### src/verilog/tcac_pkg.sv
/*
 Constants shared by the temperature conversion and alarm controller.
 Assumes a 200 MHz system clock.
*/
`default_nettype none
package tcac_pkg;
    localparam int CLK_MHZ = 200;
    localparam int MEAS_TIME_MS = 60;
    localparam int MEAS_CYC = MEAS_TIME_MS * CLK_MHZ * 1000;
    localparam int RATE_UNIT_MS = 125;
    localparam int RATE_UNIT_CYC = RATE_UNIT_MS * CLK_MHZ * 1000;
    localparam logic [2:0] RATE_MAX = 3'h7;
    // command bytes
    localparam logic [7:0] CMD_RD_LOC = 8'h00;
    localparam logic [7:0] CMD_RD_REM = 8'h01;
    localparam logic [7:0] CMD_RD_STAT = 8'h02;
    localparam logic [7:0] CMD_RD_CFG = 8'h03;
    localparam logic [7:0] CMD_RD_RATE = 8'h04;
    localparam logic [7:0] CMD_RD_LHI = 8'h05;
    localparam logic [7:0] CMD_RD_LLO = 8'h06;
    localparam logic [7:0] CMD_RD_RHI = 8'h07;
    localparam logic [7:0] CMD_RD_RLO = 8'h08;
    localparam logic [7:0] CMD_WR_CFG = 8'h09;
    localparam logic [7:0] CMD_WR_RATE = 8'h0A;
    localparam logic [7:0] CMD_WR_LHI = 8'h0B;
    localparam logic [7:0] CMD_WR_LLO = 8'h0C;
    localparam logic [7:0] CMD_WR_RHI = 8'h0D;
    localparam logic [7:0] CMD_WR_RLO = 8'h0E;
    localparam logic [7:0] CMD_ONESHOT = 8'h0F;
    // reset values
    localparam logic [7:0] TEMP_RST = 8'h00;
    localparam logic [7:0] CFG_RST = 8'h00;
    localparam logic [7:0] RATE_RST = 8'h02;
    localparam logic [7:0] HI_RST = 8'h7F;
    localparam logic [7:0] LO_RST = 8'hC9;
    // field positions
    localparam int CFG_MASK_BIT = 7;
    localparam int CFG_HW_STANDBY_PIN_BIT = 6;
    localparam int ST_LHI_BIT = 6;
    localparam int ST_LLO_BIT = 5;
    localparam int ST_RHI_BIT = 4;
    localparam int ST_RLO_BIT = 3;
    localparam logic [3:0] SAMPLES = 4'hA;
    typedef enum logic [2:0] {
        ST_IDLE, ST_LATCH, ST_REQ, ST_WAIT, ST_HOLD, ST_DONE
    } tcac_state_e;
endpackage
`default_nettype wire

### src/verilog/tcac_ctrl.sv
/*
 Conversion sequencer, limit comparator and alert driver of a two-channel
 temperature monitor. Assumes a serial-bus slave in front of the register
 port and an integrating converter that returns one signed sample per
 request.
*/
// The placing of the registers and the strobed register port were chosen for this implementation.
`default_nettype none

// Functional notes
// - automatic conversions need standby pin high and software standby clear
// - a one-shot command runs one conversion of both channels
// - conversion rate register sets interval between automatic conversions
// - sources steered remote then local; measurement phase lasts about 60 ms
// - each result stored as an 8-bit two's-complement value
// - results compared with channel limits; outcome kept as status flags
// - out-of-limit result pulls the open-drain alert low
// - both channels converted; both results updated together on success
// - both address pins sampled at every conversion start, three levels each
// - each result is the average of ten measurement cycles
// - no clock-low timeout; bus may stall indefinitely
// - configuration bit 7 set masks alert; clear lets it assert
// - standby pin low: no conversions, one-shot ignored
// - one-shot still converts both channels in software standby
// - after reset the block runs free-running conversions
module tcac_ctrl
    import tcac_pkg::*;
#(
    parameter int unsigned MEAS_CYC_P = MEAS_CYC,
    parameter int unsigned RATE_UNIT_P = RATE_UNIT_CYC
)(
    // clock and reset
    input wire logic clk,
    input wire logic sys_rst,
    // register port
    input wire logic [7:0] reg_addr,
    input wire logic [7:0] reg_wdata,
    input wire logic reg_wr,
    input wire logic reg_rd,
    output logic [7:0] reg_rdata,
    // pins
    input wire logic hw_standby_pin,
    input wire logic [1:0] addr_sel_pin_a,
    input wire logic [1:0] addr_sel_pin_b,
    output logic [1:0] addr_code_a,
    output logic [1:0] addr_code_b,
    output logic alert_o,
    output logic alert_oe_n,
    // converter
    output logic adc_start,
    output logic adc_remote,
    input wire logic adc_done,
    input wire logic [7:0] adc_sample,
    output logic conv_busy
);

    function automatic logic [7:0] avg10(input logic [11:0] acc);
        avg10 = 8'($signed(acc) / 12'sd10);
    endfunction

    // {above high, below low}
    function automatic logic [1:0] out_lim(input logic [7:0] t,
        input logic [7:0] hi, input logic [7:0] lo);
        out_lim = {$signed(t) > $signed(hi), $signed(t) < $signed(lo)};
    endfunction

    ////////////////////////////////////////////////////////////////////////
    tcac_state_e state_reg, state_next;
    logic [7:0] cfg_reg, cfg_next, rate_reg, rate_next;
    logic [7:0] lhi_reg, lhi_next, llo_reg, llo_next;
    logic [7:0] rhi_reg, rhi_next, rlo_reg, rlo_next;
    logic [7:0] loc_reg, loc_next, rem_reg, rem_next;
    logic [7:0] stat_reg, stat_next, rdata_reg, rdata_next;
    logic [1:0] adda_reg, adda_next, addb_reg, addb_next;
    logic osh_reg, osh_next, chan_reg, chan_next;
    logic [3:0] samp_reg, samp_next;
    logic [11:0] racc_reg, racc_next, lacc_reg, lacc_next;
    logic [31:0] per_reg, per_next, meas_reg, meas_next;
    logic free_run, start, wr_osh;
    logic [7:0] loc_avg, rem_avg;
    logic [1:0] loc_cmp, rem_cmp;
    logic [2:0] rate_sel;

    assign free_run = hw_standby_pin && !cfg_reg[CFG_HW_STANDBY_PIN_BIT];
    assign wr_osh = reg_wr && reg_addr == CMD_ONESHOT;
    assign start = state_reg == ST_IDLE && hw_standby_pin
        && (osh_reg || (free_run && per_reg == 32'h0));
    assign loc_avg = avg10(lacc_reg);
    assign rem_avg = avg10(racc_reg);
    assign loc_cmp = out_lim(loc_avg, lhi_reg, llo_reg);
    assign rem_cmp = out_lim(rem_avg, rhi_reg, rlo_reg);
    assign rate_sel = rate_reg > 8'(RATE_MAX) ? RATE_MAX : rate_reg[2:0];

    ////////////////////////////////////////////////////////////////////////
    // sequencer
    always_comb
    begin
        state_next = state_reg;
        chan_next = chan_reg;
        samp_next = samp_reg;
        racc_next = racc_reg;
        lacc_next = lacc_reg;
        adda_next = adda_reg;
        addb_next = addb_reg;
        meas_next = meas_reg;
        per_next = per_reg;
        osh_next = osh_reg;
        if (wr_osh && hw_standby_pin)
            osh_next = 1'b1;
        if (free_run && per_reg != 32'h0)
            per_next = per_reg - 32'h1;
        if (meas_reg != MEAS_CYC_P - 1)
            meas_next = meas_reg + 32'h1;
        case (state_reg)
            ST_IDLE:
                if (start)
                begin
                    state_next = ST_LATCH;
                    osh_next = 1'b0;
                    per_next = RATE_UNIT_P << (RATE_MAX - rate_sel);
                end
            ST_LATCH:
            begin
                adda_next = addr_sel_pin_a;
                addb_next = addr_sel_pin_b;
                meas_next = 32'h0;
                chan_next = 1'b1;
                samp_next = 4'h0;
                racc_next = 12'h0;
                lacc_next = 12'h0;
                state_next = ST_REQ;
            end
            ST_REQ:
                state_next = ST_WAIT;
            ST_WAIT:
                if (adc_done)
                begin
                    if (chan_reg)
                        racc_next = racc_reg + 12'($signed(adc_sample));
                    else
                        lacc_next = lacc_reg + 12'($signed(adc_sample));
                    samp_next = samp_reg + 4'h1;
                    state_next = ST_REQ;
                    if (samp_reg + 4'h1 == SAMPLES)
                    begin
                        if (chan_reg)
                        begin
                            chan_next = 1'b0;
                            samp_next = 4'h0;
                        end
                        else
                            state_next = ST_HOLD;
                    end
                end
            ST_HOLD:
                if (meas_reg == MEAS_CYC_P - 1)
                    state_next = ST_DONE;
            ST_DONE:
                state_next = ST_IDLE;
            default:
                state_next = ST_IDLE;
        endcase
        if (!hw_standby_pin)
        begin
            state_next = ST_IDLE;
            osh_next = 1'b0;
        end
    end

    always_ff @(posedge clk)
    begin
        if (sys_rst)
        begin
            state_reg <= ST_IDLE;
            chan_reg <= 1'b1;
            samp_reg <= 4'h0;
            racc_reg <= 12'h0;
            lacc_reg <= 12'h0;
            adda_reg <= 2'h0;
            addb_reg <= 2'h0;
            meas_reg <= 32'h0;
            per_reg <= 32'h0;
            osh_reg <= 1'b0;
        end
        else
        begin
            state_reg <= state_next;
            chan_reg <= chan_next;
            samp_reg <= samp_next;
            racc_reg <= racc_next;
            lacc_reg <= lacc_next;
            adda_reg <= adda_next;
            addb_reg <= addb_next;
            meas_reg <= meas_next;
            per_reg <= per_next;
            osh_reg <= osh_next;
        end
    end

    ////////////////////////////////////////////////////////////////////////
    // registers; the port never stalls, which is why no timeout exists
    always_comb
    begin
        cfg_next = cfg_reg;
        rate_next = rate_reg;
        lhi_next = lhi_reg;
        llo_next = llo_reg;
        rhi_next = rhi_reg;
        rlo_next = rlo_reg;
        loc_next = loc_reg;
        rem_next = rem_reg;
        stat_next = stat_reg;
        rdata_next = 8'h00;
        if (reg_wr)
            case (reg_addr)
                CMD_WR_CFG: cfg_next = reg_wdata & 8'hC0;
                CMD_WR_RATE: rate_next = reg_wdata;
                CMD_WR_LHI: lhi_next = reg_wdata;
                CMD_WR_LLO: llo_next = reg_wdata;
                CMD_WR_RHI: rhi_next = reg_wdata;
                CMD_WR_RLO: rlo_next = reg_wdata;
                default: ;
            endcase
        if (reg_rd)
            case (reg_addr)
                CMD_RD_LOC: rdata_next = loc_reg;
                CMD_RD_REM: rdata_next = rem_reg;
                CMD_RD_STAT:
                begin
                    rdata_next = stat_reg;
                    stat_next = 8'h00;
                end
                CMD_RD_CFG: rdata_next = cfg_reg;
                CMD_RD_RATE: rdata_next = rate_reg;
                CMD_RD_LHI: rdata_next = lhi_reg;
                CMD_RD_LLO: rdata_next = llo_reg;
                CMD_RD_RHI: rdata_next = rhi_reg;
                CMD_RD_RLO: rdata_next = rlo_reg;
                default: rdata_next = 8'h00;
            endcase
        // a new result wins over a clearing status read
        if (state_reg == ST_DONE && hw_standby_pin)
        begin
            loc_next = loc_avg;
            rem_next = rem_avg;
            stat_next[ST_LHI_BIT] |= loc_cmp[1];
            stat_next[ST_LLO_BIT] |= loc_cmp[0];
            stat_next[ST_RHI_BIT] |= rem_cmp[1];
            stat_next[ST_RLO_BIT] |= rem_cmp[0];
        end
    end

    always_ff @(posedge clk)
    begin
        if (sys_rst)
        begin
            cfg_reg <= CFG_RST;
            rate_reg <= RATE_RST;
            lhi_reg <= HI_RST;
            llo_reg <= LO_RST;
            rhi_reg <= HI_RST;
            rlo_reg <= LO_RST;
            loc_reg <= TEMP_RST;
            rem_reg <= TEMP_RST;
            stat_reg <= 8'h00;
            rdata_reg <= 8'h00;
        end
        else
        begin
            cfg_reg <= cfg_next;
            rate_reg <= rate_next;
            lhi_reg <= lhi_next;
            llo_reg <= llo_next;
            rhi_reg <= rhi_next;
            rlo_reg <= rlo_next;
            loc_reg <= loc_next;
            rem_reg <= rem_next;
            stat_reg <= stat_next;
            rdata_reg <= rdata_next;
        end
    end

    ////////////////////////////////////////////////////////////////////////
    assign reg_rdata = rdata_reg;
    assign addr_code_a = adda_reg;
    assign addr_code_b = addb_reg;
    assign alert_o = 1'b0;
    // alert holds while any flag is set and unmasked
    assign alert_oe_n = !(stat_reg != 8'h00
        && !cfg_reg[CFG_MASK_BIT]);
    assign adc_start = state_reg == ST_REQ;
    assign adc_remote = chan_reg;
    assign conv_busy = state_reg != ST_IDLE;
endmodule // tcac_ctrl
`default_nettype wire

### config.mk
export PLATFORM = sky130hd
export DESIGN_NAME = tcac_ctrl
export DESIGN_NICKNAME = d
export VERILOG_FILES = /design/src/verilog/tcac_pkg.sv /design/src/verilog/tcac_ctrl.sv
export SDC_FILE = /design/constraint.sdc
export NUM_CORES = 1
export LEC_CHECK = 0
export BUFFER_PORTS_ARGS = -buffer_cell sky130_fd_sc_hd__clkbuf_2
export CELL_PAD_IN_SITES_DETAIL_PLACEMENT = 0
export CELL_PAD_IN_SITES_GLOBAL_PLACEMENT = 2
export CORE_ASPECT_RATIO = 0.6
export CORE_UTILIZATION = 38
export DETAILED_ROUTE_END_ITERATION = 12
export HOLD_SLACK_MARGIN = 0.06
export PLACE_DENSITY_LB_ADDON = 0.05
export SLEW_MARGIN = 20
export SYNTH_ARGS = -nofsm -noshare
export SYNTH_HDL_FRONTEND = slang
export SYNTH_SLANG_ARGS = --single-unit
### constraint.sdc
create_clock -name clk -period 8.2 [get_ports clk]
set_input_delay 0.41 -clock clk [delete_from_list [all_inputs] [get_ports clk]]
set_output_delay 0.41 -clock clk [all_outputs]
set_load 0.01 [all_outputs]
==> impl_table.tex, run 1 <==
\begin{tabular}{lr}
\hline
Metric & Value \\
\hline
\multicolumn{2}{l}{\textbf{Status}} \\
\quad Outcome & finished, violations left \\
\quad Violations in the final reports & design-rule violations \\
\multicolumn{2}{l}{\textbf{Timing}} \\
\quad Fmax & 143 MHz \\
\quad Total count of hold-check failures in the final report & 0 \\
\quad Final hold slack & 0.184 ns \\
\quad Period utilization & 0.853 \\
\quad Setup repair after global routing missed its margin & no \\
\quad Final setup violation count & 0 \\
\quad Final Slew Violations & 0 \\
\quad Layout Skew & 0.0122 ns \\
\quad Setup slack after layout & 1.21 ns \\
\quad Max transition margin & 0.244 \\
\quad Total Neg Setup Slack & 0 ns \\
\quad Transition time of the tightest slew-check pin & 1.13 ns \\
\quad Fin crit period & 6.99 ns \\
\multicolumn{2}{l}{\textbf{Placed design}} \\
\quad Number of buffer cells added on primary ports & 49 \\
\quad Final weighted congestion in routability-driven placement & 0.888 \\
\quad Cell area after placement & 12800 um2 \\
\quad Pre-CTS WS & 1.40 ns \\
\quad Detail Placement HPWL & 29100 um \\
\multicolumn{2}{l}{\textbf{Global route}} \\
\quad Pin count of the biggest net entering global routing & 78 \\
\quad Total routing resource utilization after global routing & 0.238 \\
\quad Vias in the first global route & 10350 \\
\quad Antenna violations before repair & 0 \\
\quad Total overflow reported by the global router & 0 \\
\quad Global-route wire length before repair & 61100 um \\
\multicolumn{2}{l}{\textbf{Clocking}} \\
\quad H-Tree Depth & 4 \\
\quad Clock transition at the registers of the reported paths & 0.07 ns \\
\quad Post\_cts resized & 0 \\
\quad CTS tree & built \\
\quad Setup fix buffers added after clock tree synthesis & 0 \\
\quad Clock latency of the later-clocked register in the worst-skew pair & 0.45 ns \\
\quad Hold-fix buffer count after cts & 0 \\
\quad Number of buffers added by the clock tree synthesis step & 17 \\
\quad Master cell of the clock root buffer & sky130\_fd\_sc\_hd\_\_clkbuf\_16 \\
\quad Number of clock sinks & 171 \\
\quad Number of buffers on the longest clock path & 2 \\
\multicolumn{2}{l}{\textbf{Final layout}} \\
\quad Core occupancy in the finished layout & 0.426 \\
\quad Multi-input gate area in the final layout & 8290 um2 \\
\quad Area added between synthesis and finish & 9.17\% \\
\quad Layout cell share with drive strength beyond 1 & 0.0858 \\
\quad Number of filler cells placed in the layout & 3222 \\
\quad Seq. cell area & 3420 um2 \\
\quad Final \#Nets & 1646 \\
\quad Layout Cell Area excl Fill & 13400 um2 \\
\multicolumn{2}{l}{\textbf{Logic synthesis}} \\
\quad Gate count after technology mapping & 1556 \\
\quad Most common flop cell mapped by yosys & sky130\_fd\_sc\_hd\_\_dfxtp\_1 \\
\quad Compound-cell area share of the yosys netlist & 0.230 \\
\quad Total number of yosys warnings & 0 \\
\quad Top cell type's share of synthesized area & 0.278 \\
\quad Count of state elements after synthesis & 171 \\
\quad Most area-consuming cells after synthesis & sky130\_fd\_sc\_hd\_\_dfxtp\_1 (28\%), sky130\_fd\_sc\_hd\_\_ha\_1 (6.2\%), sky130\_fd\_sc\_hd\_\_nor2\_1 (5.2\%) \\
\quad Combined area of all synthesized cells & 12300 um2 \\
\quad Synth Area in XOR/XNOR & 0.0903 \\
\quad Synth top cells by count & sky130\_fd\_sc\_hd\_\_dfxtp\_1 (171), sky130\_fd\_sc\_hd\_\_nor2\_1 (171), sky130\_fd\_sc\_hd\_\_nand2\_1 (147), sky130\_fd\_sc\_hd\_\_a21oi\_1 (95), sky130\_fd\_sc\_hd\_\_clkbuf\_1 (74) \\
\quad Proportion of synthesized area in mux cells & 0.0435 \\
\quad Cell taking the most area after synthesis & sky130\_fd\_sc\_hd\_\_dfxtp\_1 \\
\quad Net count of the mapped netlist & 1653 \\
\quad Arithmetic-cell share of the synthesized area counting full adders, half adders and majority gates & 0.0686 \\
\quad Simple-gate share of the synthesized area & 0.241 \\
\quad Average cell area after synthesis & 7.90 um2 \\
\quad Number of flops mapped to enable cells by yosys & 0 \\
\quad Sequential fraction of the synthesis area & 0.278 \\
\quad Asr flop ratio synth & 0 \\
\quad Dominant combinational cell family by area after synthesis & simple AND/OR/NAND/NOR gates \\
\quad Count of distinct cell types in the synthesized netlist & 100 \\
\multicolumn{2}{l}{\textbf{Power}} \\
\quad Power per Cell Area & 168 nW/um2 \\
\quad Worst vdd ir & 0.000141 V \\
\quad Leakage power & 0.00514 uW \\
\multicolumn{2}{l}{\textbf{Routing}} \\
\quad DRC & 2 \\
\quad Routed wirelength normalized by instance count & 19.6 um \\
\quad Final Routed Wirelength & 38900 um \\
\quad Number of search-and-repair iterations in the first detailed-routing pass & 10 \\
\quad Vias & 11462 \\
\quad Via density & 5.79 \\
\quad Drt first-iter violations & 1240 \\
\quad Remaining antenna violation count after routing & 0 \\
\multicolumn{2}{l}{\textbf{Setup path}} \\
\quad Crit. Startpoint & racc\_reg[11] \\
\quad CP Data Arrival Time & 7.29 ns \\
\quad Startpoint class of the critical path & flop \\
\quad Kind of end point of the critical path & flop \\
\quad Category of the most critical setup path & reg2reg \\
\quad Critical path data required time & 8.49 ns \\
\quad Beginning of the worst register-to-register path & racc\_reg[11] \\
\quad Maximum net fanout on the critical path & 18 \\
\multicolumn{2}{l}{\textbf{Floorplanning}} \\
\quad Number of core rows & 50 \\
\quad Effective utilization at floorplan & 0.390 \\
\quad Floorplan Core Area & 31500 um2 \\
\quad Die width & 234 um \\
\quad Total I/O pin count & 51 \\
\quad Die outline area & 33100 um2 \\
\quad Chip Height & 141 um \\
\multicolumn{2}{l}{\textbf{Min path}} \\
\quad Critical hold path startpoint & addr\_sel\_pin\_a[0] \\
\quad Type of the tightest min-delay check & in2reg \\
\multicolumn{2}{l}{\textbf{Run}} \\
\quad \# Max-Cap Violations & 0 \\
\hline
\end{tabular}
-- layout by cell type (no fill, tap or decap), types with 8 or more instances in the layout --
cell	Yosys	routed
sky130_fd_sc_hd__a211oi_1	21	21
sky130_fd_sc_hd__a21o_1	10	10
sky130_fd_sc_hd__a21oi_1	95	95
sky130_fd_sc_hd__a221oi_1	14	14
sky130_fd_sc_hd__a22oi_1	18	18
sky130_fd_sc_hd__a31oi_1	23	23
sky130_fd_sc_hd__and3_1	22	22
sky130_fd_sc_hd__and4_1	9	9
sky130_fd_sc_hd__buf_4	2	13
sky130_fd_sc_hd__clkbuf_16	0	17
sky130_fd_sc_hd__clkbuf_2	0	48
sky130_fd_sc_hd__dfxtp_1	171	171
sky130_fd_sc_hd__ha_1	61	61
sky130_fd_sc_hd__inv_1	64	64
sky130_fd_sc_hd__mux2i_1	34	34
sky130_fd_sc_hd__nand2_1	147	147
sky130_fd_sc_hd__nand2b_1	16	16
sky130_fd_sc_hd__nand3_1	52	52
sky130_fd_sc_hd__nand3b_1	10	10
sky130_fd_sc_hd__nand4_1	27	27
sky130_fd_sc_hd__nor2_1	171	171
sky130_fd_sc_hd__nor2b_1	13	13
sky130_fd_sc_hd__nor3_1	47	47
sky130_fd_sc_hd__nor4_1	15	15
sky130_fd_sc_hd__o211ai_1	33	33
sky130_fd_sc_hd__o21a_1	12	12
sky130_fd_sc_hd__o21ai_0	44	44
sky130_fd_sc_hd__o21bai_1	15	15
sky130_fd_sc_hd__o31ai_1	10	10
sky130_fd_sc_hd__or3_1	21	21
sky130_fd_sc_hd__or4_1	8	8
sky130_fd_sc_hd__xnor2_1	73	72
sky130_fd_sc_hd__xor2_1	52	52
-- where the power goes --
part           switching, uW  internal [uW]  leakage [uW]
combinational            270            179       0.00347
sequential              52.0            884       0.00138
clock                    384            488      0.000289
total                    706           1550       0.00514
-- metrics by stage --
| step | cells | power, uW |
|---|---|---|
| after detailed placement | 1946 | 1390 |
| after floorplan | 1556 | 1270 |
| after global routing | 1978 | 2370 |
| after global placement | 1946 | 1390 |
| after CTS | 1978 | 2270 |
| final | 1979 | 2260 |
-- final cells by class --
| class | count | share of cell area |
|---|---|---|
| Sequential cell | 171 | 0.255 |
| Inverter | 64 | 0.0179 |
| Tap cell | 416 | 0.0388 |
| Clock buffer | 19 | 0.0322 |
| Multi-Input combinational cell | 1234 | 0.617 |
| Timing Repair Buffer | 61 | 0.0252 |
| Antenna cell | 1 | 0.000186 |
| Clock inverter | 13 | 0.0133 |
-- metal layers --
layer,part of all wire,global-route usage
met1,0.55,0.389
met2,0.37,0.305
met3,0.072,0.0561
met4,0.0073,0.0390
met5,0,0
-- logic make-up (layout without fill, tap and decap cells) --
family	after synthesis	after routing
flip-flops	171	171
other	1	2
XOR/XNOR	126	126
AO/OA/AOI/OAI	396	396
multiplexers	44	44
adder cells (fa/ha/maj)	67	67
AND/OR/NAND/NOR	600	600
buffers and inverters	151	157
-- final timing paths --
| kind | to | slack [ns] | cells past startpoint |
|---|---|---|---|
| min reg2reg | addr_code_b[1] | 0.46 | 2 |
| min | addr_code_a[0] | 0.18 | 3 |
| max reg2reg | stat_reg[4] | 1.21 | 27 |
| max | stat_reg[4] | 1.21 | 27 |
-- worst max-delay path, cell delays in order, from the launching register on --
cell and delay (ns):
sky130_fd_sc_hd__dfxtp_1 0.74, sky130_fd_sc_hd__inv_1 0.40, sky130_fd_sc_hd__a21o_1 0.31, sky130_fd_sc_hd__xnor2_1 0.55
sky130_fd_sc_hd__o21ai_0 0.40, sky130_fd_sc_hd__o2111ai_1 0.32, sky130_fd_sc_hd__and4_1 0.44, sky130_fd_sc_hd__nand2_1 0.13
sky130_fd_sc_hd__a311oi_1 0.64, sky130_fd_sc_hd__o31a_1 0.21, sky130_fd_sc_hd__a31oi_1 0.07, sky130_fd_sc_hd__a221o_1 0.40
sky130_fd_sc_hd__ha_1 0.33, sky130_fd_sc_hd__nand2_1 0.06, sky130_fd_sc_hd__o21ai_0 0.17, sky130_fd_sc_hd__ha_1 0.36
sky130_fd_sc_hd__nor2b_1 0.13, sky130_fd_sc_hd__o21a_1 0.15, sky130_fd_sc_hd__o21ai_0 0.14, sky130_fd_sc_hd__nand2b_1 0.08
sky130_fd_sc_hd__a21oi_1 0.14, sky130_fd_sc_hd__nor2b_1 0.05, sky130_fd_sc_hd__o21ai_0 0.15, sky130_fd_sc_hd__nand2_1 0.07
sky130_fd_sc_hd__o211ai_1 0.07, sky130_fd_sc_hd__o21ai_0 0.10, sky130_fd_sc_hd__a22oi_1 0.15, sky130_fd_sc_hd__nor2_1 0.06
Power figures use the tool's default switching activity.
==> inputs of run 2 (changes only) <==
--- a/config.mk
+++ b/config.mk
@@ -6,6 +6,7 @@
 export NUM_CORES = 1
 export LEC_CHECK = 0
 export BUFFER_PORTS_ARGS = -buffer_cell sky130_fd_sc_hd__clkbuf_2
+export CAP_MARGIN = 25
 export CELL_PAD_IN_SITES_DETAIL_PLACEMENT = 0
 export CELL_PAD_IN_SITES_GLOBAL_PLACEMENT = 2
 export CORE_ASPECT_RATIO = 0.6
==> constraint.sdc (replaced) <==
create_clock -name clk -period 6.75 [get_ports clk]
set_input_delay 0.3375 -clock clk [delete_from_list [all_inputs] [get_ports clk]]
set_output_delay 0.3375 -clock clk [all_outputs]
set_load 0.01 [all_outputs]
==> run 2 against run 1 <==
- the run still ends with design-rule violations left
- sequential share of layout area decreased by 0.88 points
- global-route usage increased by 0.85 points
- die area unchanged
- clock power increased by 16%
- sequential cell count unchanged
- hold slack got worse by 0.073 ns
- register-to-register slack got worse by 0.91 ns
- total power increased by 19%
- highest routed layer unchanged
==> impl_table.tex, run 2 (synthesis gave the netlist of run 1 again) <==
\begin{tabular}{lr}
\hline
Metric & Value \\
\hline
\multicolumn{2}{l}{\textbf{Power}} \\
\quad Leakage power & 0.00545 uW (was 0.00514 uW) \\
\quad Post-route total power & 2690 uW (was 2260 uW) \\
\quad Power share of the clock group & 0.374 (was 0.386) \\
\quad Worst vdd ir & 0.000185 V (was 0.000141 V) \\
\quad Reg power frac & 0.422 (was 0.415) \\
\quad Share of power burned in combinational logic & 0.204 (was 0.199) \\
\quad Total net switching power & 875 uW (was 706 uW) \\
\quad Internal power & 1820 uW (was 1550 uW) \\
\quad Share of total power consumed by net switching & 0.325 (was 0.313) \\
\quad Power per Cell Area & 194 nW/um2 (was 168 nW/um2) \\
\multicolumn{2}{l}{\textbf{Placed design}} \\
\quad Final weighted congestion in routability-driven placement & 0.889 (was 0.888) \\
\quad Detail Placement HPWL & 30500 um (was 29100 um) \\
\quad Cell area after placement & 13100 um2 (was 12800 um2) \\
\quad Number of buffer cells added on primary ports & 49 (unchanged) \\
\quad Pre-CTS WS & 0.0637 ns (was 1.40 ns) \\
\multicolumn{2}{l}{\textbf{Min path}} \\
\quad Type of the tightest min-delay check & in2reg (unchanged) \\
\quad Hold EP & addr\_code\_b[0] (was addr\_code\_a[0]) \\
\quad Hold-critical path depth & 3 (unchanged) \\
\quad Critical hold path startpoint & addr\_sel\_pin\_b[0] (was addr\_sel\_pin\_a[0]) \\
\multicolumn{2}{l}{\textbf{Status}} \\
\quad Violations in the final reports & design-rule violations (unchanged) \\
\quad Outcome & finished, violations left (unchanged) \\
\multicolumn{2}{l}{\textbf{Final layout}} \\
\quad Layout Cell Area excl Fill & 13900 um2 (was 13400 um2) \\
\quad Diodes inserted & 0 (was 1) \\
\quad Layout cell share with drive strength beyond 1 & 0.133 (was 0.0858) \\
\quad Commonest non-fill, non-tap cells in the layout & sky130\_fd\_sc\_hd\_\_nor2\_1 (169), sky130\_fd\_sc\_hd\_\_dfxtp\_1 (169), sky130\_fd\_sc\_hd\_\_nand2\_1 (146) (was sky130\_fd\_sc\_hd\_\_nor2\_1 (171), sky130\_fd\_sc\_hd\_\_dfxtp\_1 (171), sky130\_fd\_sc\_hd\_\_nand2\_1 (147)) \\
\quad Area added between synthesis and finish & 13.1\% (was 9.17\%) \\
\quad Core occupancy in the finished layout & 0.441 (was 0.426) \\
\quad Final \#Nets & 1698 (was 1646) \\
\multicolumn{2}{l}{\textbf{Clocking}} \\
\quad Number of clock sinks & 171 (unchanged) \\
\quad Master cell of the clock root buffer & sky130\_fd\_sc\_hd\_\_clkbuf\_16 (unchanged) \\
\quad Number of buffers on the longest clock path & 2 (unchanged) \\
\quad Hold-fix buffer count after cts & 0 (unchanged) \\
\quad Clock transition at the registers of the reported paths & 0.07 ns (about the same) \\
\quad Clock latency of the later-clocked register in the worst-skew pair & 0.45 ns (about the same) \\
\quad H-Tree Depth & 4 (unchanged) \\
\quad Number of buffers added by the clock tree synthesis step & 17 (unchanged) \\
\quad CTS tree & built (unchanged) \\
\multicolumn{2}{l}{\textbf{Routing}} \\
\quad Remaining antenna violation count after routing & 0 (unchanged) \\
\quad Number of search-and-repair iterations in the first detailed-routing pass & 12 (was 10) \\
\quad Drt first-iter violations & 1174 (was 1240) \\
\quad Via density & 5.84 (was 5.79) \\
\quad Final Routed Wirelength & 40500 um (was 38900 um) \\
\quad DRC & 1 (was 2) \\
\quad Vias & 11847 (was 11462) \\
\quad Routed wirelength normalized by instance count & 19.9 um (was 19.6 um) \\
\multicolumn{2}{l}{\textbf{Setup path}} \\
\quad Kind of end point of the critical path & flop (unchanged) \\
\quad Capture instance of the worst register-to-register path & stat\_reg[4] (unchanged) \\
\quad Setup slack, reg-to-reg & 0.30 ns (was 1.21 ns) \\
\quad Slowest cell on the critical path & sky130\_fd\_sc\_hd\_\_or4\_1 (was sky130\_fd\_sc\_hd\_\_dfxtp\_1) \\
\quad Startpoint class of the critical path & flop (unchanged) \\
\quad Cells on worst reg2reg path & 27 (unchanged) \\
\quad CP Data Arrival Time & 6.75 ns (was 7.29 ns) \\
\quad Longest individual stage delay on the worst path & 0.68 ns (was 0.74 ns) \\
\quad Category of the most critical setup path & reg2reg (unchanged) \\
\quad Maximum net fanout on the critical path & 10 (was 18) \\
\quad Most common cell type on the critical path & sky130\_fd\_sc\_hd\_\_o21ai\_0 (unchanged) \\
\quad Sum of buffers and inverters on the critical path & 0 (was 1) \\
\quad Cell family with the largest share of critical-path delay & compound AO/OA/AOI/OAI gates (unchanged) \\
\quad Critical path data required time & 7.05 ns (was 8.49 ns) \\
\quad Beginning of the worst register-to-register path & racc\_reg[8] (was racc\_reg[11]) \\
\multicolumn{2}{l}{\textbf{Timing}} \\
\quad Setup repair after global routing missed its margin & yes (was no) \\
\quad Fmax & 155 MHz (was 143 MHz) \\
\quad Max transition margin & 0.323 (was 0.244) \\
\quad Layout Skew & 0.0154 ns (was 0.0122 ns) \\
\quad Period utilization & 0.956 (was 0.853) \\
\quad Final Slew Violations & 0 (unchanged) \\
\quad Setup slack after layout & 0.297 ns (was 1.21 ns) \\
\quad Total count of hold-check failures in the final report & 0 (unchanged) \\
\quad Final setup violation count & 0 (unchanged) \\
\quad Fin crit period & 6.45 ns (was 6.99 ns) \\
\quad Transition time of the tightest slew-check pin & 1.01 ns (was 1.13 ns) \\
\multicolumn{2}{l}{\textbf{Global route}} \\
\quad Total routing resource utilization after global routing & 0.247 (was 0.238) \\
\quad Peak-usage layer in the global routing report & met1 (unchanged) \\
\quad Vias in the first global route & 10657 (was 10350) \\
\quad Total overflow reported by the global router & 0 (unchanged) \\
\quad Antenna violations before repair & 0 (unchanged) \\
\quad Fraction of met1 tracks used by global routing & 0.410 (was 0.389) \\
\quad Global-route wire length before repair & 63100 um (was 61100 um) \\
\quad GR Layer Usage met3 & 0.0482 (was 0.0561) \\
\quad Pin count of the biggest net entering global routing & 77 (was 78) \\
\quad Met2 demand-to-capacity share in global routing & 0.310 (was 0.305) \\
\multicolumn{2}{l}{\textbf{Floorplanning}} \\
\quad Floorplan Core Area & 31500 um2 (unchanged) \\
\quad Number of core rows & 50 (unchanged) \\
\quad Effective utilization at floorplan & 0.390 (unchanged) \\
\quad Die outline area & 33100 um2 (unchanged) \\
\quad Chip Height & 141 um (unchanged) \\
\quad Die width & 234 um (unchanged) \\
\quad Total I/O pin count & 51 (unchanged) \\
\multicolumn{2}{l}{\textbf{Run}} \\
\quad \# Max-Cap Violations & 0 (unchanged) \\
\hline
\end{tabular}
-- run 2: final cells by class --
| class | instances | area, um2 |
|---|---|---|
| well taps | 416 | 520 |
| inverters | 64 | 240 |
| multi-input cells | 1234 | 8430 |
| clock buffers | 19 | 443 |
| fillers | 3206 | 17600 |
| flip-flops and latches | 171 | 3430 |
| repair buffers | 113 | 723 |
| clock inverters | 12 | 129 |
-- run 2: power groups by stage --
stage	logic [uW]	registers, uW	clock network (uW)
final	549	1140	1010
after global routing	607	1150	1070
after CTS	541	1130	1040
after detailed placement	535	1160	0
after global placement	534	1160	0
after floorplan	404	1140	0
-- run 2: worst min-delay path: stages --
cell	delay [ns]
sky130_fd_sc_hd__clkbuf_2	0.08
sky130_fd_sc_hd__nand2_1	0.05
sky130_fd_sc_hd__a21oi_1	0.05
-- run 2: repair_timing --
| item | CTS | global route |
|---|---|---|
| gates resized for setup | 0 | 36 |
| endpoints found under the setup margin | 0 | 4 |
| setup buffers | 0 | 8 |
-- run 2: worst max path at each step --
| stage | startpoint | to | slack [ns] | depth (start not counted) |
|---|---|---|---|---|
| 6_report | racc_reg[8] | stat_reg[4] | 0.30 | 27 |
| 5_1_grt | racc_reg[3] | stat_reg[4] | -0.02 | 27 |
| 4_1_cts | racc_reg[1] | stat_reg[4] | 0.03 | 29 |
| 3_5_place_dp | racc_reg[1] | stat_reg[4] | 0.06 | 29 |
| 3_3_place_gp | racc_reg[1] | stat_reg[4] | 0.01 | 29 |
| 2_1_floorplan | lacc_reg[2] | stat_reg[6] | 0.79 | 31 |
-- run 2: layer usage --
layer	wire length, um	share of wire	vias up
met5	0	0	-
met4	472	0.012	0
met3	3110	0.077	33
met2	14900	0.37	353
met1	22000	0.54	5653
li1	-	-	5808
-- run 2: per-stage QoR --
stage	hold slack (ns)	cells	TNS (ns)
floorplan	0.432	1556	0
global placement	0.442	1985	0
detailed placement	0.447	1986	0
CTS	0.0843	2017	0
global route	0.123	2029	-0.0366
finish	0.111	2029	0
==> inputs of run 3 (changes only) <==
--- a/config.mk
+++ b/config.mk
@@ -10,7 +10,7 @@
 export CELL_PAD_IN_SITES_DETAIL_PLACEMENT = 0
 export CELL_PAD_IN_SITES_GLOBAL_PLACEMENT = 2
 export CORE_ASPECT_RATIO = 0.6
-export CORE_UTILIZATION = 38
+export CORE_UTILIZATION = 41
 export DETAILED_ROUTE_END_ITERATION = 12
 export HOLD_SLACK_MARGIN = 0.06
 export PLACE_DENSITY_LB_ADDON = 0.05
==> constraint.sdc (replaced) <==
create_clock -name clk -period 7.8 [get_ports clk]
set_input_delay 0.39 -clock clk [delete_from_list [all_inputs] [get_ports clk]]
set_output_delay 0.39 -clock clk [all_outputs]
set_load 0.01 [all_outputs]
==> run 3 against run 2 <==
- largest power group unchanged
- wire length down 3.6%
- die area decreased by 7.2%
- non-clock buffer count is 45 lower
- the run now ends clean
==> impl_table.tex, run 3 (synthesis gave the netlist of run 1 again) <==
\begin{tabular}{lr}
\hline
Metric & Value \\
\hline
\multicolumn{2}{l}{\textbf{Clocking}} \\
\quad Post\_cts resized & 0 (unchanged) \\
\quad Master cell of the clock root buffer & sky130\_fd\_sc\_hd\_\_clkbuf\_16 (unchanged) \\
\quad Clock latency of the later-clocked register in the worst-skew pair & 0.46 ns (was 0.45 ns) \\
\quad H-Tree Depth & 4 (unchanged) \\
\quad Clock transition at the registers of the reported paths & 0.07 ns (about the same) \\
\quad Setup fix buffers added after clock tree synthesis & 0 (unchanged) \\
\quad Number of clock sinks & 171 (unchanged) \\
\quad Number of buffers on the longest clock path & 2 (unchanged) \\
\quad Hold-fix buffer count after cts & 0 (unchanged) \\
\quad CTS tree & built (unchanged) \\
\quad Number of buffers added by the clock tree synthesis step & 17 (unchanged) \\
\multicolumn{2}{l}{\textbf{Setup path}} \\
\quad CP Depth & 27 (unchanged) \\
\quad Most common cell type on the critical path & sky130\_fd\_sc\_hd\_\_o21ai\_0 (unchanged) \\
\quad Startpoint class of the critical path & flop (unchanged) \\
\quad Critical path data required time & 8.11 ns (was 7.05 ns) \\
\quad Cell family with the largest share of critical-path delay & compound AO/OA/AOI/OAI gates (unchanged) \\
\quad Category of the most critical setup path & reg2reg (unchanged) \\
\quad Longest individual stage delay on the worst path & 0.62 ns (was 0.68 ns) \\
\quad CP Data Arrival Time & 7.34 ns (was 6.75 ns) \\
\quad Kind of end point of the critical path & flop (unchanged) \\
\quad Slowest cell on the critical path & sky130\_fd\_sc\_hd\_\_or4\_1 (unchanged) \\
\quad Sum of buffers and inverters on the critical path & 0 (unchanged) \\
\quad Maximum net fanout on the critical path & 15 (was 10) \\
\quad Cells on worst reg2reg path & 27 (unchanged) \\
\multicolumn{2}{l}{\textbf{Global route}} \\
\quad Vias in the first global route & 10329 (was 10657) \\
\quad Pin count of the biggest net entering global routing & 65 (was 77) \\
\quad Total routing resource utilization after global routing & 0.259 (was 0.247) \\
\quad Total overflow reported by the global router & 0 (unchanged) \\
\quad Global-route wire length before repair & 61100 um (was 63100 um) \\
\quad Antenna violations before repair & 0 (unchanged) \\
\multicolumn{2}{l}{\textbf{Timing}} \\
\quad Fin crit period & 7.03 ns (was 6.45 ns) \\
\quad Setup repair after global routing missed its margin & no (was yes) \\
\quad Total Neg Setup Slack & 0 ns (unchanged) \\
\quad Max transition margin & 0.325 (was 0.323) \\
\quad Fmax & 142 MHz (was 155 MHz) \\
\quad Final Slew Violations & 0 (unchanged) \\
\quad Layout Skew & 0.0110 ns (was 0.0154 ns) \\
\quad Period utilization & 0.902 (was 0.956) \\
\quad Transition time of the tightest slew-check pin & 1.01 ns (about the same) \\
\quad Total count of hold-check failures in the final report & 0 (unchanged) \\
\quad Final setup violation count & 0 (unchanged) \\
\multicolumn{2}{l}{\textbf{Power}} \\
\quad Reg power frac & 0.425 (was 0.422) \\
\quad Internal power & 1540 uW (was 1820 uW) \\
\quad Power share of the clock group & 0.370 (was 0.374) \\
\quad Worst vdd ir & 0.000139 V (was 0.000185 V) \\
\quad Share of power burned in combinational logic & 0.206 (was 0.204) \\
\quad Share of total power consumed by net switching & 0.333 (was 0.325) \\
\quad Leakage power & 0.00515 uW (was 0.00545 uW) \\
\quad Power per Cell Area & 172 nW/um2 (was 194 nW/um2) \\
\quad Total net switching power & 769 uW (was 875 uW) \\
\multicolumn{2}{l}{\textbf{Min path}} \\
\quad Hold-critical path depth & 3 (unchanged) \\
\quad Type of the tightest min-delay check & in2reg (unchanged) \\
\multicolumn{2}{l}{\textbf{Routing}} \\
\quad Routed wirelength normalized by instance count & 19.8 um (was 19.9 um) \\
\quad Via density & 5.90 (was 5.84) \\
\quad DRC & 0 (was 1) \\
\quad Number of search-and-repair iterations in the first detailed-routing pass & 7 (was 12) \\
\quad Drt first-iter violations & 1209 (was 1174) \\
\quad Final Routed Wirelength & 39000 um (was 40500 um) \\
\quad Vias & 11608 (was 11847) \\
\quad Remaining antenna violation count after routing & 0 (unchanged) \\
\multicolumn{2}{l}{\textbf{Final layout}} \\
\quad Commonest non-fill, non-tap cells in the layout & sky130\_fd\_sc\_hd\_\_nor2\_1 (171), sky130\_fd\_sc\_hd\_\_dfxtp\_1 (171), sky130\_fd\_sc\_hd\_\_nand2\_1 (146) (was sky130\_fd\_sc\_hd\_\_nor2\_1 (169), sky130\_fd\_sc\_hd\_\_dfxtp\_1 (169), sky130\_fd\_sc\_hd\_\_nand2\_1 (146)) \\
\quad Seq. cell area & 3420 um2 (was 3430 um2) \\
\quad Layout Cell Area excl Fill & 13400 um2 (was 13900 um2) \\
\quad Final \#Nets & 1653 (was 1698) \\
\quad Number of filler cells placed in the layout & 2926 (was 3206) \\
\quad Area added between synthesis and finish & 9.09\% (was 13.1\%) \\
\quad Diodes inserted & 0 (unchanged) \\
\quad Layout cell share with drive strength beyond 1 & 0.0911 (was 0.133) \\
\quad Core occupancy in the finished layout & 0.461 (was 0.441) \\
\quad Multi-input gate area in the final layout & 8280 um2 (was 8430 um2) \\
\multicolumn{2}{l}{\textbf{Placed design}} \\
\quad Detail Placement HPWL & 29400 um (was 30500 um) \\
\quad Number of buffer cells added on primary ports & 49 (unchanged) \\
\quad Final weighted congestion in routability-driven placement & 0.871 (was 0.889) \\
\quad Cell area after placement & 12800 um2 (was 13100 um2) \\
\multicolumn{2}{l}{\textbf{Status}} \\
\quad Outcome & finished, final reports clean (was finished, violations left) \\
\multicolumn{2}{l}{\textbf{Floorplanning}} \\
\quad Die outline area & 30700 um2 (was 33100 um2) \\
\quad Effective utilization at floorplan & 0.422 (was 0.390) \\
\quad Chip Height & 136 um (was 141 um) \\
\quad Number of core rows & 48 (was 50) \\
\quad Die width & 226 um (was 234 um) \\
\quad Total I/O pin count & 51 (unchanged) \\
\quad Floorplan Core Area & 29100 um2 (was 31500 um2) \\
\multicolumn{2}{l}{\textbf{Run}} \\
\quad \# Max-Cap Violations & 0 (unchanged) \\
\hline
\end{tabular}
[run 3: layer usage]
layer	global-route usage	wire length, um
met5	0	0
met4	0.0574	378
met3	0.0486	2630
met2	0.327	14600
met1	0.427	21400
[run 3: per-stage QoR]
step | cells | total power, uW | setup WS (ns) | hold WS, ns
4_1_cts | 1967 | 2330 | 0.880 | 0.139
2_1_floorplan | 1556 | 1340 | 1.84 | 0.432
5_1_grt | 1969 | 2430 | 0.118 | 0.153
3_3_place_gp | 1935 | 1470 | 1.04 | 0.442
3_5_place_dp | 1935 | 1470 | 0.945 | 0.450
6_report | 1969 | 2310 | 0.768 | 0.159
[run 3: path summary, 6_finish.rpt]
path	to	from	slack, ns
worst max-delay path	stat_reg[4]	racc_reg[2]	0.77
worst min-delay path	addr_code_a[0]	addr_sel_pin_a[0]	0.16
worst max register to register	stat_reg[4]	racc_reg[2]	0.77
worst min register to register	rem_reg[2]	rem_reg[2]	0.46
[run 3: worst register-to-register path: stages (launching register included)]
cell	delay [ns]
sky130_fd_sc_hd__dfxtp_1	0.41
sky130_fd_sc_hd__or4_1	0.63
sky130_fd_sc_hd__o41ai_1	0.51
sky130_fd_sc_hd__o211a_1	0.50
sky130_fd_sc_hd__o21ai_0	0.34
sky130_fd_sc_hd__o2111ai_1	0.33
sky130_fd_sc_hd__and4_1	0.48
sky130_fd_sc_hd__nand2_1	0.13
sky130_fd_sc_hd__a311oi_1	0.62
sky130_fd_sc_hd__o31a_1	0.23
sky130_fd_sc_hd__a31oi_1	0.09
sky130_fd_sc_hd__a221o_1	0.40
sky130_fd_sc_hd__ha_1	0.34
sky130_fd_sc_hd__nand2_1	0.06
sky130_fd_sc_hd__o21ai_0	0.18
sky130_fd_sc_hd__ha_1	0.35
sky130_fd_sc_hd__nor2b_1	0.14
sky130_fd_sc_hd__o21a_1	0.15
sky130_fd_sc_hd__o21ai_0	0.14
sky130_fd_sc_hd__nand2b_1	0.07
sky130_fd_sc_hd__a21oi_1	0.14
sky130_fd_sc_hd__nor2b_1	0.05
sky130_fd_sc_hd__o21ai_0	0.14
sky130_fd_sc_hd__nand2_1	0.07
sky130_fd_sc_hd__o211ai_1	0.07
sky130_fd_sc_hd__o21ai_0	0.11
sky130_fd_sc_hd__a22oi_1	0.16
sky130_fd_sc_hd__nor2_1	0.05
[run 3: power by group through the flow]
stage / clock network [uW] / logic, uW / registers (uW)
global placement: 0 / 465 / 1000
CTS: 874 / 470 / 981
floorplan: 0 / 350 / 989
global route: 914 / 523 / 990
detailed placement: 0 / 466 / 1000
finish: 855 / 475 / 983
[run 3: cell type report]
cell class	count	area share
multi-input cells	1234	0.618
inverters	64	0.0179
clock inverters	15	0.0113
repair buffers	68	0.0291
flip-flops and latches	171	0.255
well taps	400	0.0373
clock buffers	17	0.0317
